**src/core/ppb_pkg.sv**
```systemverilog
// package: constants and types for program paging and bank decode
package ppb_pkg;

    // ------------------------------------------------------------
    // program counter
    // ------------------------------------------------------------
    localparam int          PC_W          = 12;
    localparam int          PAGE_OFS_W    = 10;
    localparam int          INSTR_W       = 13;
    localparam logic [11:0] PC_RESET_VEC  = 12'hfff;
    localparam logic [11:0] PC_HW_IRQ_VEC = 12'h008;
    localparam logic [11:0] PC_SW_IRQ_VEC = 12'h002;
    localparam int          PCH_PAGE_LSB  = 2;
    localparam int          PCH_HIGH_MSB  = 3;

    // ------------------------------------------------------------
    // data memory map
    // ------------------------------------------------------------
    localparam int          DADDR_W       = 6;
    localparam int          FSR_BANK_LSB  = 6;
    localparam int          NUM_BANKS     = 4;
    localparam logic [5:0]  SFR_LAST      = 6'h0f;
    localparam logic [5:0]  GPR_SHARED_LO = 6'h10;
    localparam logic [5:0]  GPR_BANKED_LO = 6'h20;
    localparam int          SHARED_GPR_N  = 16;
    localparam int          BANKED_GPR_N  = 32;

    localparam logic [5:0]  ADDR_INDIRECT = 6'h00;
    localparam logic [5:0]  ADDR_PCL      = 6'h02;
    localparam logic [5:0]  ADDR_FSR      = 6'h04;
    localparam logic [5:0]  ADDR_PC_HIGH_LATCH   = 6'h0a;
    localparam logic [5:0]  ADDR_DIR_A    = 6'h05;
    localparam logic [5:0]  ADDR_DIR_B    = 6'h06;
    localparam logic [5:0]  ADDR_DIR_C    = 6'h07;

    localparam logic [7:0]  FSR_RESET     = 8'h00;
    localparam logic [7:0]  PCH_RESET     = 8'h00;
    localparam logic [7:0]  OPT_RESET     = 8'hff;
    localparam logic [7:0]  DIR_RESET     = 8'hff;

    // timer option register field positions
    localparam int          OPT_EDGE_BIT  = 6;
    localparam int          OPT_TCS_BIT   = 5;
    localparam int          OPT_TSE_BIT   = 4;
    localparam int          OPT_PSA_BIT   = 3;

    // ------------------------------------------------------------
    // types
    // ------------------------------------------------------------
    typedef enum logic [3:0] {
        PPB_OP_NONE  = 4'b0000,
        PPB_OP_NEXT  = 4'b0001,
        PPB_OP_JUMP  = 4'b0010,
        PPB_OP_CALL  = 4'b0011,
        PPB_OP_FJUMP = 4'b0100,
        PPB_OP_FAR_CALL_INSTR = 4'b0101,
        PPB_OP_RET   = 4'b0110,
        PPB_OP_HWIRQ = 4'b0111,
        PPB_OP_SWIRQ = 4'b1000,
        PPB_OP_PAGE  = 4'b1001,
        PPB_OP_BANK  = 4'b1010,
        PPB_OP_OPT   = 4'b1011,
        PPB_OP_DIR   = 4'b1100
    } ppb_op_t;

    typedef struct packed {
        ppb_op_t     op;
        logic [11:0] target;
        logic [7:0]  operand;
    } ppb_cmd_t;

    typedef struct packed {
        logic        rd;
        logic        wr;
        logic        indirect;
        logic [5:0]  addr;
        logic [7:0]  wdata;
    } ppb_dacc_t;

    typedef struct packed {
        logic [7:0]  opt;
        logic [7:0]  dir_a;
        logic [7:0]  dir_b;
        logic [7:0]  dir_c;
    } ppb_wo_regs_t;

endpackage : ppb_pkg

```
**src/core/ppb_core.sv**
```systemverilog
// program counter paging and data bank decode
//
// Notes on behaviour
// - twelve-bit program counter addresses 4096 words of 13 bits
// - any reset loads the counter with all ones
// - hardware interrupt sends fetch to 008h
// - software interrupt instruction sends fetch to 002h
// - ordinary call and jump carry a 10-bit in-page target
// - upper two counter bits come from latch bits 3 and 2
// - return restores all twelve bits from the stack
// - page instruction updates the page bits for later branches
// - far call and far jump reach all 4K directly
// - pointer bits 7 and 6 select one of four data banks
// - bank instruction updates the pointer bank bits
// - bank 0 holds special registers 00h-0Fh, storage from 10h
// - 00h-1Fh shared across banks, 20h-3Fh separate per bank
// - storage reached directly or through the pointer
// - option register has no address, written by its instruction only
// - direction instruction writes direction register 05h, 06h or 07h
`timescale 1ns/1ns
module ppb_core
    import ppb_pkg::*;
(
    input  wire logic         clk,
    input  wire logic         nrst,
    input  wire ppb_cmd_t     cmd,
    input  wire logic [11:0]  stack_top,
    input  wire ppb_dacc_t    dacc,
    output logic [11:0]       fetch_addr,
    output logic [11:0]       push_addr,
    output logic              push_en,
    output logic [1:0]        bank_sel,
    output logic [7:0]        rdata,
    output logic              sfr_hit,
    output logic [5:0]        sfr_addr,
    output ppb_wo_regs_t      wo_regs
);
    // ------------------------------------------------------------
    // helpers
    // ------------------------------------------------------------
    function automatic logic [11:0] paged(input logic [7:0] pch, input logic [11:0] t);
        paged = {pch[PCH_HIGH_MSB:PCH_PAGE_LSB], t[PAGE_OFS_W-1:0]};
    endfunction : paged

    function automatic logic is_shared(input logic [5:0] a);
        is_shared = (a < GPR_BANKED_LO);
    endfunction : is_shared

    // ------------------------------------------------------------
    // program counter state
    // ------------------------------------------------------------
    logic [11:0] pc_q, pc_d;
    logic [11:0] push_q, push_d;
    logic        push_en_q, push_en_d;
    logic [7:0]  pch_q, pch_d;
    logic [7:0]  fsr_q, fsr_d;

    // effective data address and bank
    logic [5:0]  eff_addr;
    logic [1:0]  eff_bank;
    logic        gpr_hit;
    logic [7:0]  gpr_rdata;
    logic [7:0]  gpr_idx;

    always_comb
    begin
        // indirect goes through the pointer's low bits and its own bank
        eff_addr = dacc.indirect ? fsr_q[5:0] : dacc.addr;
        eff_bank = fsr_q[7:FSR_BANK_LSB];
        gpr_hit  = (eff_addr >= GPR_SHARED_LO);
        if (is_shared(eff_addr))
        begin
            gpr_idx = {4'h0, eff_addr[3:0]};
        end
        else
        begin
            gpr_idx = 8'(SHARED_GPR_N) + {1'b0, eff_bank, eff_addr[4:0]};
        end
    end

    // ------------------------------------------------------------
    // counter, latch and pointer next state
    // ------------------------------------------------------------
    always_comb
    begin
        pc_d      = pc_q + 12'h001;
        push_d    = push_q;
        push_en_d = 1'b0;
        pch_d     = pch_q;
        fsr_d     = fsr_q;
        case (cmd.op)
            PPB_OP_NONE:  pc_d = pc_q;
            PPB_OP_NEXT:  pc_d = pc_q + 12'h001;
            PPB_OP_JUMP:  pc_d = paged(pch_q, cmd.target);
            PPB_OP_CALL:
            begin
                pc_d      = paged(pch_q, cmd.target);
                push_d    = pc_q + 12'h001;
                push_en_d = 1'b1;
            end
            PPB_OP_FJUMP: pc_d = cmd.target;
            PPB_OP_FAR_CALL_INSTR:
            begin
                pc_d      = cmd.target;
                push_d    = pc_q + 12'h001;
                push_en_d = 1'b1;
            end
            PPB_OP_RET:   pc_d = stack_top;
            PPB_OP_HWIRQ:
            begin
                pc_d      = PC_HW_IRQ_VEC;
                push_d    = pc_q;
                push_en_d = 1'b1;
            end
            PPB_OP_SWIRQ:
            begin
                pc_d      = PC_SW_IRQ_VEC;
                push_d    = pc_q + 12'h001;
                push_en_d = 1'b1;
            end
            PPB_OP_PAGE:  pch_d[PCH_HIGH_MSB:PCH_PAGE_LSB] = cmd.operand[1:0];
            PPB_OP_BANK:  fsr_d[7:FSR_BANK_LSB] = cmd.operand[1:0];
            default:      pc_d = pc_q + 12'h001;
        endcase
        // data writes to the counter low byte, latch and pointer
        if (dacc.wr && !gpr_hit)
        begin
            case (eff_addr)
                ADDR_PCL:    pc_d  = {pch_q[PCH_HIGH_MSB:0], dacc.wdata};
                ADDR_PC_HIGH_LATCH: pch_d = {4'h0, dacc.wdata[3:0]};
                ADDR_FSR:    fsr_d = dacc.wdata;
                default:     fsr_d = fsr_d;
            endcase
        end
    end

    always_ff @(posedge clk)
    begin
        if (!nrst)
        begin
            pc_q      <= PC_RESET_VEC;
            push_q    <= 12'h000;
            push_en_q <= 1'b0;
            pch_q     <= PCH_RESET;
            fsr_q     <= FSR_RESET;
        end
        else
        begin
            pc_q      <= pc_d;
            push_q    <= push_d;
            push_en_q <= push_en_d;
            pch_q     <= pch_d;
            fsr_q     <= fsr_d;
        end
    end

    // ------------------------------------------------------------
    // storage and read path
    // ------------------------------------------------------------
    logic [7:0] rdata_q, rdata_d;
    logic       sfr_hit_q, sfr_hit_d;
    logic [5:0] sfr_addr_q, sfr_addr_d;

    ppb_gpr_store u_gpr (
        .clk   (clk),
        .nrst  (nrst),
        .we    (dacc.wr && gpr_hit),
        .idx   (gpr_idx),
        .wdata (dacc.wdata),
        .rdata (gpr_rdata)
    );

    always_comb
    begin
        rdata_d    = 8'h00;
        sfr_hit_d  = 1'b0;
        sfr_addr_d = eff_addr;
        if (dacc.rd || dacc.wr)
        begin
            if (gpr_hit)
            begin
                rdata_d = gpr_rdata;
            end
            else
            begin
                // other special registers live outside this block
                sfr_hit_d = 1'b1;
                case (eff_addr)
                    ADDR_PCL:    rdata_d = pc_q[7:0];
                    ADDR_FSR:    rdata_d = fsr_q;
                    ADDR_PC_HIGH_LATCH: rdata_d = {4'h0, pch_q[3:0]};
                    default:     rdata_d = 8'h00;
                endcase
            end
        end
    end

    always_ff @(posedge clk)
    begin
        if (!nrst)
        begin
            rdata_q    <= 8'h00;
            sfr_hit_q  <= 1'b0;
            sfr_addr_q <= 6'h00;
        end
        else
        begin
            rdata_q    <= rdata_d;
            sfr_hit_q  <= sfr_hit_d;
            sfr_addr_q <= sfr_addr_d;
        end
    end

    // ------------------------------------------------------------
    // write-only registers
    // ------------------------------------------------------------
    ppb_wo_regs u_wo (
        .clk    (clk),
        .nrst   (nrst),
        .opt_we (cmd.op == PPB_OP_OPT),
        .dir_we (cmd.op == PPB_OP_DIR),
        .sel    (cmd.operand),
        .wdata  (dacc.wdata),
        .regs_q (wo_regs)
    );

    assign fetch_addr = pc_q;
    assign push_addr  = push_q;
    assign push_en    = push_en_q;
    assign bank_sel   = fsr_q[7:FSR_BANK_LSB];
    assign rdata      = rdata_q;
    assign sfr_hit    = sfr_hit_q;
    assign sfr_addr   = sfr_addr_q;

    // ------------------------------------------------------------
    // checks
    // ------------------------------------------------------------
    property p_reset_vec;
        @(posedge clk) !nrst |=> fetch_addr == PC_RESET_VEC;
    endproperty
    a_reset_vec: assert property (p_reset_vec) else $error("reset vector wrong");

    property p_hw_irq;
        @(posedge clk) disable iff (!nrst)
        cmd.op == PPB_OP_HWIRQ && !dacc.wr |=> fetch_addr == 12'h008 && push_en;
    endproperty
    a_hw_irq: assert property (p_hw_irq) else $error("hw irq vector wrong");

    property p_sw_irq;
        @(posedge clk) disable iff (!nrst)
        cmd.op == PPB_OP_SWIRQ && !dacc.wr |=> fetch_addr == 12'h002;
    endproperty
    a_sw_irq: assert property (p_sw_irq) else $error("sw irq vector wrong");

    property p_paged_jump;
        @(posedge clk) disable iff (!nrst)
        cmd.op == PPB_OP_JUMP && !dacc.wr
        |=> fetch_addr == {$past(pch_q[3:2]), $past(cmd.target[9:0])};
    endproperty
    a_paged_jump: assert property (p_paged_jump) else $error("paged jump wrong");

    property p_far_jump;
        @(posedge clk) disable iff (!nrst)
        cmd.op == PPB_OP_FJUMP && !dacc.wr |=> fetch_addr == $past(cmd.target);
    endproperty
    a_far_jump: assert property (p_far_jump) else $error("far jump wrong");

    property p_ret;
        @(posedge clk) disable iff (!nrst)
        cmd.op == PPB_OP_RET && !dacc.wr |=> fetch_addr == $past(stack_top);
    endproperty
    a_ret: assert property (p_ret) else $error("return address wrong");

    property p_next;
        @(posedge clk) disable iff (!nrst)
        cmd.op == PPB_OP_NEXT && !dacc.wr |=> fetch_addr == $past(fetch_addr) + 12'h001;
    endproperty
    a_next: assert property (p_next) else $error("increment wrong");

    property p_bank;
        @(posedge clk) disable iff (!nrst)
        cmd.op == PPB_OP_BANK && !dacc.wr |=> bank_sel == $past(cmd.operand[1:0]);
    endproperty
    a_bank: assert property (p_bank) else $error("bank select wrong");

    property p_page_then_jump;
        @(posedge clk) disable iff (!nrst)
        cmd.op == PPB_OP_PAGE && !dacc.wr ##1 cmd.op == PPB_OP_JUMP && !dacc.wr
        |=> fetch_addr[11:10] == $past(cmd.operand[1:0], 2);
    endproperty
    a_page_then_jump: assert property (p_page_then_jump) else $error("page unused");

    property p_dir_a;
        @(posedge clk) disable iff (!nrst)
        cmd.op == PPB_OP_DIR && cmd.operand == 8'h05 |=> wo_regs.dir_a == $past(dacc.wdata);
    endproperty
    a_dir_a: assert property (p_dir_a) else $error("direction a wrong");

    property p_dir_b;
        @(posedge clk) disable iff (!nrst)
        cmd.op == PPB_OP_DIR && cmd.operand == 8'h06 |=> wo_regs.dir_b == $past(dacc.wdata);
    endproperty
    a_dir_b: assert property (p_dir_b) else $error("direction b wrong");

    property p_dir_c;
        @(posedge clk) disable iff (!nrst)
        cmd.op == PPB_OP_DIR && cmd.operand == 8'h07 |=> wo_regs.dir_c == $past(dacc.wdata);
    endproperty
    a_dir_c: assert property (p_dir_c) else $error("direction c wrong");

    property p_opt;
        @(posedge clk) disable iff (!nrst)
        cmd.op == PPB_OP_OPT |=> wo_regs.opt == $past(dacc.wdata);
    endproperty
    a_opt: assert property (p_opt) else $error("option wrong");

    property p_call_push;
        @(posedge clk) disable iff (!nrst)
        cmd.op == PPB_OP_CALL && !dacc.wr |=> push_en && push_addr == $past(fetch_addr) + 12'h001;
    endproperty
    a_call_push: assert property (p_call_push) else $error("call push wrong");

    property p_far_call_instr;
        @(posedge clk) disable iff (!nrst)
        cmd.op == PPB_OP_FAR_CALL_INSTR && !dacc.wr |=> fetch_addr == $past(cmd.target) && push_en;
    endproperty
    a_far_call_instr: assert property (p_far_call_instr) else $error("far call wrong");

    property p_sfr;
        @(posedge clk) disable iff (!nrst)
        (dacc.rd || dacc.wr) && !dacc.indirect && dacc.addr <= SFR_LAST |=> sfr_hit;
    endproperty
    a_sfr: assert property (p_sfr) else $error("special register hit wrong");

    c_call:  cover property (@(posedge clk) disable iff (!nrst) cmd.op == PPB_OP_CALL);
    c_ret:   cover property (@(posedge clk) disable iff (!nrst) cmd.op == PPB_OP_RET);
    c_bank3: cover property (@(posedge clk) disable iff (!nrst) bank_sel == 2'b11 && dacc.wr);
    c_irq:   cover property (@(posedge clk) disable iff (!nrst) cmd.op == PPB_OP_HWIRQ);
    c_far_call_instr: cover property (@(posedge clk) disable iff (!nrst) cmd.op == PPB_OP_FAR_CALL_INSTR);
endmodule : ppb_core

```
**src/core/ppb_wo_regs.sv**
```systemverilog
// write-only option and direction registers
`timescale 1ns/1ns
module ppb_wo_regs
    import ppb_pkg::*;
(
    input  wire logic         clk,
    input  wire logic         nrst,
    input  wire logic         opt_we,
    input  wire logic         dir_we,
    input  wire logic [7:0]   sel,
    input  wire logic [7:0]   wdata,
    output ppb_wo_regs_t      regs_q
);
    ppb_wo_regs_t regs_d;

    // ------------------------------------------------------------
    // next state
    // ------------------------------------------------------------
    always_comb
    begin
        regs_d = regs_q;
        if (opt_we)
        begin
            regs_d.opt = wdata;
        end
        if (dir_we && sel[7:6] == 2'h0)
        begin
            case (sel[5:0])
                ADDR_DIR_A: regs_d.dir_a = wdata;
                ADDR_DIR_B: regs_d.dir_b = wdata;
                ADDR_DIR_C: regs_d.dir_c = wdata;
                default:    regs_d = regs_q;
            endcase
        end
    end

    always_ff @(posedge clk)
    begin
        if (!nrst)
        begin
            regs_q <= '{opt: OPT_RESET, dir_a: DIR_RESET, dir_b: DIR_RESET,
                        dir_c: DIR_RESET};
        end
        else
        begin
            regs_q <= regs_d;
        end
    end
endmodule : ppb_wo_regs

```
**src/core/ppb_gpr_store.sv**
```systemverilog
// general-purpose storage, shared and banked, as flip-flops
`timescale 1ns/1ns
module ppb_gpr_store
    import ppb_pkg::*;
#(
    parameter int DEPTH = SHARED_GPR_N + NUM_BANKS * BANKED_GPR_N
)
(
    input  wire logic                     clk,
    input  wire logic                     nrst,
    input  wire logic                     we,
    input  wire logic [$clog2(DEPTH)-1:0] idx,
    input  wire logic [7:0]               wdata,
    output logic      [7:0]               rdata
);
    logic [7:0] mem_q [DEPTH];
    logic [7:0] mem_d [DEPTH];

    // ------------------------------------------------------------
    // storage
    // ------------------------------------------------------------
    always_comb
    begin
        mem_d = mem_q;
        if (we)
        begin
            mem_d[idx] = wdata;
        end
        rdata = mem_q[idx];
    end

    // contents are undefined by nature; cleared anyway to keep sim clean
    always_ff @(posedge clk)
    begin
        for (int i = 0; i < DEPTH; i++)
        begin
            mem_q[i] <= nrst ? mem_d[i] : 8'h00;
        end
    end
endmodule : ppb_gpr_store

```
**config.mk**
```make
export PLATFORM = sky130hd
export DESIGN_NAME = ppb_core
export DESIGN_NICKNAME = d
export VERILOG_FILES = /design/src/core/ppb_pkg.sv /design/src/core/ppb_core.sv /design/src/core/ppb_wo_regs.sv /design/src/core/ppb_gpr_store.sv
export SDC_FILE = /design/constraint.sdc
export NUM_CORES = 2
export LEC_CHECK = 0
export ABC_AREA = 1
export ABC_CLOCK_PERIOD_IN_PS = 2200
export BUFFER_PORTS_ARGS = -buffer_cell sky130_fd_sc_hd__buf_2
export CAP_MARGIN = 20
export CORE_ASPECT_RATIO = 1.1
export CORE_UTILIZATION = 45
export CTS_BUF_LIST = sky130_fd_sc_hd__clkbuf_8
export CTS_CLUSTER_DIAMETER = 200
export DETAILED_ROUTE_END_ITERATION = 8
export PLACE_DENSITY_LB_ADDON = 0.1
export REMOVE_ABC_BUFFERS = 1
export SKIP_CTS_REPAIR_TIMING = 1
export SYNTH_ARGS = -nofsm -noshare
export SYNTH_HDL_FRONTEND = slang
export SYNTH_HIERARCHICAL = 1
export SYNTH_SLANG_ARGS = --single-unit
```
**constraint.sdc**
```tcl
create_clock -name clk -period 2.2 [get_ports clk]
set_input_delay 0 -clock clk [delete_from_list [all_inputs] [get_ports clk]]
set_output_delay 0 -clock clk [all_outputs]
set_load 0.005 [all_outputs]
```
== Word level (Yosys, flattened, before mapping) ==
Index checks and enable logic that the tools add are counted.

* Register bits after elaboration: 1236
* Bits of input ports: 55
* Word-level logic and storage cells: 231

* $add $sub $neg: 2
* Order comparisons: 4
* Eq/ne operators: 18
* Muxes and demuxes: 28
* Bitwise logic cells: 1
* Reductions and logical operators: 20

{| class="wikitable"
|+ Operators with widths
! cell !! count
|-
| 1152-bit bitwise mux || 1
|-
| 8-bit two-way mux || 12
|-
| 12-bit case mux with 6 select lines || 1
|-
| 8-bit binary-select mux with 8-bit select || 1
|-
| 8-bit demux with 8-bit select || 1
|-
| 32-bit two-way mux || 1
|-
| 6-bit by 3-bit == test with 1-bit output (second input constant) || 4
|-
| 12-bit two-way mux || 2
|-
| 12-bit case mux with 2 select lines || 1
|-
| 8-bit case mux with 3 select lines || 1
|-
| 4-bit == test (second input constant) || 5
|-
| 4-bit by 3-bit == test with 1-bit output (second input constant) || 4
|-
| 12-bit by 1-bit adder with 12-bit output (second input constant) || 1
|-
| 2-bit AND reduction || 6
|-
| 9-bit greater-or-equal comparator (second input constant) || 1
|-
| 9-bit by 1-bit less-than comparator with 1-bit output (second input constant) || 1
|-
| 8-bit NOT with 9-bit output || 1
|-
| 5-bit by 7-bit adder with 8-bit output (first input constant) || 1
|-
| 4-bit by 2-bit == test with 1-bit output (second input constant) || 2
|-
| 4-bit two-way mux || 2
|-
| 6-bit by 2-bit == test with 1-bit output (second input constant) || 1
|-
| 6-bit by 4-bit == test with 1-bit output (second input constant) || 1
|-
| 6-bit by 5-bit greater-or-equal comparator with 1-bit output (second input constant) || 1
|-
| 6-bit less-than comparator (second input constant) || 1
|-
| 13 further kinds || 20
|}

== Logic depth before layout (Yosys ltp) ==
* Word-level depth: 9
* Depth in mapped cells: 25
* Gate-level depth less buffers: 21

== Cells and area by module ==
Netlist, hierarchy kept.

{| class="wikitable"
|+ By module, submodules not included
! module !! instances !! cells each !! area an instance (um2) !! seq. area each (um2)
|-
| ppb_gpr_store || 1 || 7964 || 51204.1 || 23062.1
|-
| ppb_core || 1 || 491 || 3089.2 || 1041.0
|-
| ppb_wo_regs || 1 || 161 || 1312.5 || 640.6
|}

== Least setup slack after synthesis ==
No wires, ideal clock.

* Path kind: flip-flop to flip-flop
* From: register fsr_q[4]
* To: register u_gpr/mem_q[560] in the netlist's numbering
* Arrival: 2228 ps
* Path slack: -144 ps
* Cell stages (with the launch flop): 16
* Period minus slack after synthesis: 2344 ps
* Cell sequence: dfxtp_1 > inv_1 > nand2_1 > nand2_2 > inv_1 > ha_1 > xnor2_1 > nor2_1 > nand2_1 > nor2_1 > inv_2 > buf_2 > nor2_2 > inv_2 > nor2_1 > nor2_1

* Cells in the longest elaborated chain, start to end: 9
* Elaborated cells on any way between the ends: 13

{| class="wikitable"
|+ Ends and longest elaborated chain
! item !! RTL line !! text
|-
| start: declaration || ppb_core.sv:56 || <nowiki>logic [7:0] fsr_q, fsr_d;</nowiki>
|-
| start signal: assignment || ppb_core.sv:153 || <nowiki>fsr_q <= fsr_d;</nowiki>
|-
| 6-bit two-way mux * || ppb_core.sv:68 || <nowiki>eff_addr = dacc.indirect ? fsr_q[5:0] : dacc.addr;</nowiki>
|-
| net eff_addr[4] || ppb_core.sv:59 || <nowiki>logic [5:0] eff_addr;</nowiki>
|-
| 5-bit by 7-bit adder with 8-bit output or 6-bit less-than comparator (tied branches) || ppb_core.sv:77, ppb_core.sv:46 ||
|-
| 8-bit two-way mux * || ppb_core.sv:71 || <nowiki>if (is_shared(eff_addr))</nowiki>
|-
| net gpr_idx[6] || ppb_core.sv:63 || <nowiki>logic [7:0] gpr_idx;</nowiki>
|-
| 8-bit NOT with 9-bit output (implied by the code) * || ppb_gpr_store.sv:27 || <nowiki>mem_d[idx] = wdata;</nowiki>
|-
| 9-bit greater-or-equal comparator (implied by the code) or 9-bit by 1-bit less-than comparator with 1-bit output (tied branches) || ppb_gpr_store.sv:27 ||
|-
| 1-bit logical AND (implied by the code) || ppb_gpr_store.sv:27 ||
|-
| 8-bit two-way mux (implied by the code) || ppb_gpr_store.sv:27 ||
|-
| 8-bit demux with 8-bit select * || ppb_gpr_store.sv:27 ||
|-
| 1152-bit bitwise mux * || ppb_gpr_store.sv:27 ||
|-
| end signal: indexed assignment || ppb_gpr_store.sv:37 || <nowiki>mem_q[i] <= nrst ? mem_d[i] : 8'h00;</nowiki>
|-
| end: declaration || ppb_gpr_store.sv:16 || <nowiki>logic [7:0] mem_q [DEPTH];</nowiki>
|}

The timed path passes the listed nets; every way through them passes the cells marked *.
A chain may end at the register's enable or synchronous reset.

== Worst setup path after layout ==
* From: input cmd[2] in the netlist's numbering
* To: register u_wo/regs_q[0] in the netlist's numbering

* Cells in the longest elaborated chain, start to end: 2

{| class="wikitable"
|+ Ends and longest elaborated chain
! item !! RTL line !! text
|-
| start: declaration || ppb_core.sv:26 || <nowiki>input wire ppb_cmd_t cmd,</nowiki>
|-
| 6-bit by 3-bit == test with 1-bit output || ppb_wo_regs.sv:28 || <nowiki>case (sel[5:0])</nowiki>
|-
| 2-bit AND reduction (no line) || - ||
|-
| end signal: assignment || ppb_wo_regs.sv:41 || <nowiki>regs_q <= '{opt: OPT_RESET, dir_a: DIR_RESET, dir_b: DIR_RESET,</nowiki>
|-
| end signal: assignment || ppb_wo_regs.sv:46 || <nowiki>regs_q <= regs_d;</nowiki>
|-
| end: declaration || ppb_wo_regs.sv:12 || <nowiki>output ppb_wo_regs_t regs_q</nowiki>
|}

Every way passes these cells.

==> run summary <==
largest net degree at the start of global routing - 168
drt first pass iters - 6
normalized max-slew margin - 41.73%
Period minus WS final - 2.807 ns
Worst-Margin Slew - 0.8712 ns
area leader, netlist - dfxtp_1
fin util - 58.17%
GP Congestion - 0.9549
via/cell ratio - 5.370
grt ovf - 0
first-pass GRT wire length - 320.3 mm
IO Port Bufs - 128
antenna violations before repair - 3
Worst Setup End Kind - flop
post-synthesis mux area share - 0%
hpwl dp - 141.0 mm
Filler Cells Inserted - 11.60k
setup TNS - -195.63 ns
Min Hold Slack - 0.01441 ns
CP Data Arrival Time - 3.70 ns
CTS Sinks - 1236
Final Slew Violations - 0
Cell Pwr Density - 689.4 nW/um2
failing checks - setup timing
Max Root-Sink Buffers - 3
outcome - complete, but fails checks
clk_lat worst skew - 0.95 ns
DR WL/cell - 19.50 um
Final Skew - 0.03531 ns
FF-to-FF setup slack - -0.58 ns
drt first-iter violations - 6243
I/O pins - 129
dpl cell area - 62840 um2
yosys warns - 6
CP Max Fanout - 18
Root Driver - clkbuf_8
Layout area overhead - 27.52%
kind of start point of the critical path - input port
number of global-route vias before repair - 54.96k
DRC Markers - 0
VDD IR-drop max - 587.1 uV
FF-to-FF path depth - 21
critical path required time - 3.09 ns
DRT Wirelength - 216.3 mm
Pleak - 33.39 nW
area of the multi-input gates - 29100 um2
post-synthesis sequential area ratio - 44.50%
Synth Register Bits - 1236
critical path type - input port to flop
Starting Density - 45.62%
row count - 134
Place WS - -0.8768 ns
fraction of layout cells with a size suffix above 1 - 18.53%
Die ar. - 125000 um2
Antenna Nets Post-Route - 0
Tot GR Track Use - 32.83%
Max-Cap Viols - 0
Post-Synth Adder-Cell Area - 0.04500%
Die Y - 370.7 um
final instance area - 70910 um2
Post-Synth XOR/XNOR Area - 0.1103%
Setup Viol. Count Final - 1144
cell count after synthesis - 8616
RSZ-0062 raised after global routing - true
Synth Area in Compound Gates - 12.58%
Fmax - 0.3563 GHz
Clk pin slew, worst setup/hold paths - 0.06 ns
mean cell area of the mapped netlist - 6.454 um2
crit share post-route - 127.6%
Synth area leaders - dfxtp_1 44%, nor2_1 17%, nand2_1 16%
Synth Area in Simple Gates - 37.42%
Synth cell types - 41
die width - 337.2 um
Post-Syn Area - 55610 um2
Final WS setup - -0.6068 ns
CTS tree - done
total CTS buffers - 207
Via Count - 59.56k
core area - 121900 um2
H-tree Lvls - 4
HP Class - input port to flop
top cell type's share of synthesized area - 44.50%
main combinational cell family by area after synthesis - simple AND/OR/NAND/NOR gates
FF+latch area - 24750 um2
Final nets - 9343
WHS Path Cells - 6
endpoints failing hold - 0
## layout by cell type, fill, tap and decap left out, types with 4 or more instances in the layout
| master | n |
|---|---|
| nor2_1 | 2422 |
| nand2_1 | 2249 |
| dfxtp_1 | 1233 |
| o21ai_0 | 1154 |
| buf_4 | 482 |
| clkbuf_8 | 275 |
| inv_2 | 156 |
| nor2_2 | 156 |
| nand3_1 | 146 |
| buf_12 | 142 |
| buf_2 | 121 |
| inv_1 | 120 |
| nor2_4 | 105 |
| nand4_1 | 101 |
| dlygate4sd3_1 | 94 |
| buf_6 | 70 |
| a22oi_1 | 66 |
| nand2_2 | 57 |
| a21oi_1 | 48 |
| o21ai_1 | 43 |
| inv_4 | 27 |
| o21ai_2 | 27 |
| clkinv_2 | 25 |
| nand3_2 | 12 |
| clkinvlp_4 | 11 |
| clkbuf_16 | 11 |
| bufinv_16 | 9 |
| inv_8 | 8 |
| inv_6 | 8 |
| nand2_4 | 6 |
| buf_8 | 6 |
| a22oi_2 | 6 |
| or2_1 | 6 |
| xor2_1 | 4 |
| nand3_4 | 4 |
| or2_0 | 4 |
| clkinv_4 | 4 |
## synth_stat cells, drive strengths merged
cell and instances:
or2 10, a22oi 72, a21oi 51, inv 259, a31oi 2, nand2 2313
xnor2 3, nor2 2685, o21ai 1226, dfxtp 1236, nand3 162, nand4 101
o21bai 1, buf 192, nor3 4, clkbuf 286, o22ai 3, o211ai 1
xor2 4, ha 2, clkinv 2, nand3b 1
## kinds of logic after synthesis
logic type | count (synthesis)
compound gates | 1356
simple gates | 5276
flops | 1236
buf+inv | 739
fa+ha+maj | 2
xor+xnor | 7
## stage by stage
step / cells / total power, mW
2_1_floorplan: 8138 / 24.13
3_3_place_gp: 10529 / 26.71
3_5_place_dp: 10529 / 26.72
4_1_cts: 10908 / 48.58
5_1_grt: 11090 / 50.42
6_report: 11091 / 48.89
## path summary, 6_finish.rpt
check / startpoint / end
worst min-delay path: stack_top[7] / fetch_addr[7]$_SDFF_PN1_
worst min register to register: u_wo/regs_q[10]$_SDFFE_PN1P_ / u_wo/regs_q[10]$_SDFFE_PN1P_
worst max-delay path: cmd[2] / u_wo/regs_q[0]$_SDFFE_PN1P_
worst max register to register: fsr_q[0]$_SDFFE_PN0P_ / rdata[0]$_SDFF_PN0_
## where the power goes
group	total, mW	internal [mW]	leakage, nW	switching, mW
clock network	22.0	12.0	2.51	10.0
logic	4.24	1.40	20.9	2.83
registers	22.6	22.5	9.96	0.107
## layer usage
metal  up-vias  wire length (um)  track usage [%]
met5         -                 0                0
met4         0              9135            15.07
met3       467             17370            5.134
met2      2475             97650            52.41
met1     27958             92170            43.42
li1      28656                 -                -
## layout make-up
cell class | count | area share, %
Multi-Input combinational cell | 6641 | 41.03
Sequential cell | 1236 | 34.90
Timing Repair Buffer | 935 | 13.15
Clock buffer | 270 | 5.241
Tap cell | 1632 | 2.880
Inverter | 261 | 1.676
Clock inverter | 109 | 1.055
Timing Repair inverter | 4 | 0.05294
Antenna cell | 3 | 0.01059
## critical path: stages
cell and delay [ns]:
dlygate4sd3_1 0.52, buf_2 0.11, nand2_2 0.09, nor2_8 0.13, dlygate4sd3_1 1.13, nand3_4 0.32
clkinv_4 0.15, nand2_1 0.05, dlygate4sd3_1 0.56, nand3_1 0.06, dlygate4sd3_1 0.54
## sequential cells by signal, summed over array words and instances, names as in the netlist
register,flops
fsr_q,8
sfr_addr,6
sfr_hit,1
fetch_addr,12
rdata,8
u_wo/regs_q,32
push_addr,12
u_gpr/mem_q,1152
pch_q,4
push_en,1
Power figures use the tool's default switching activity.
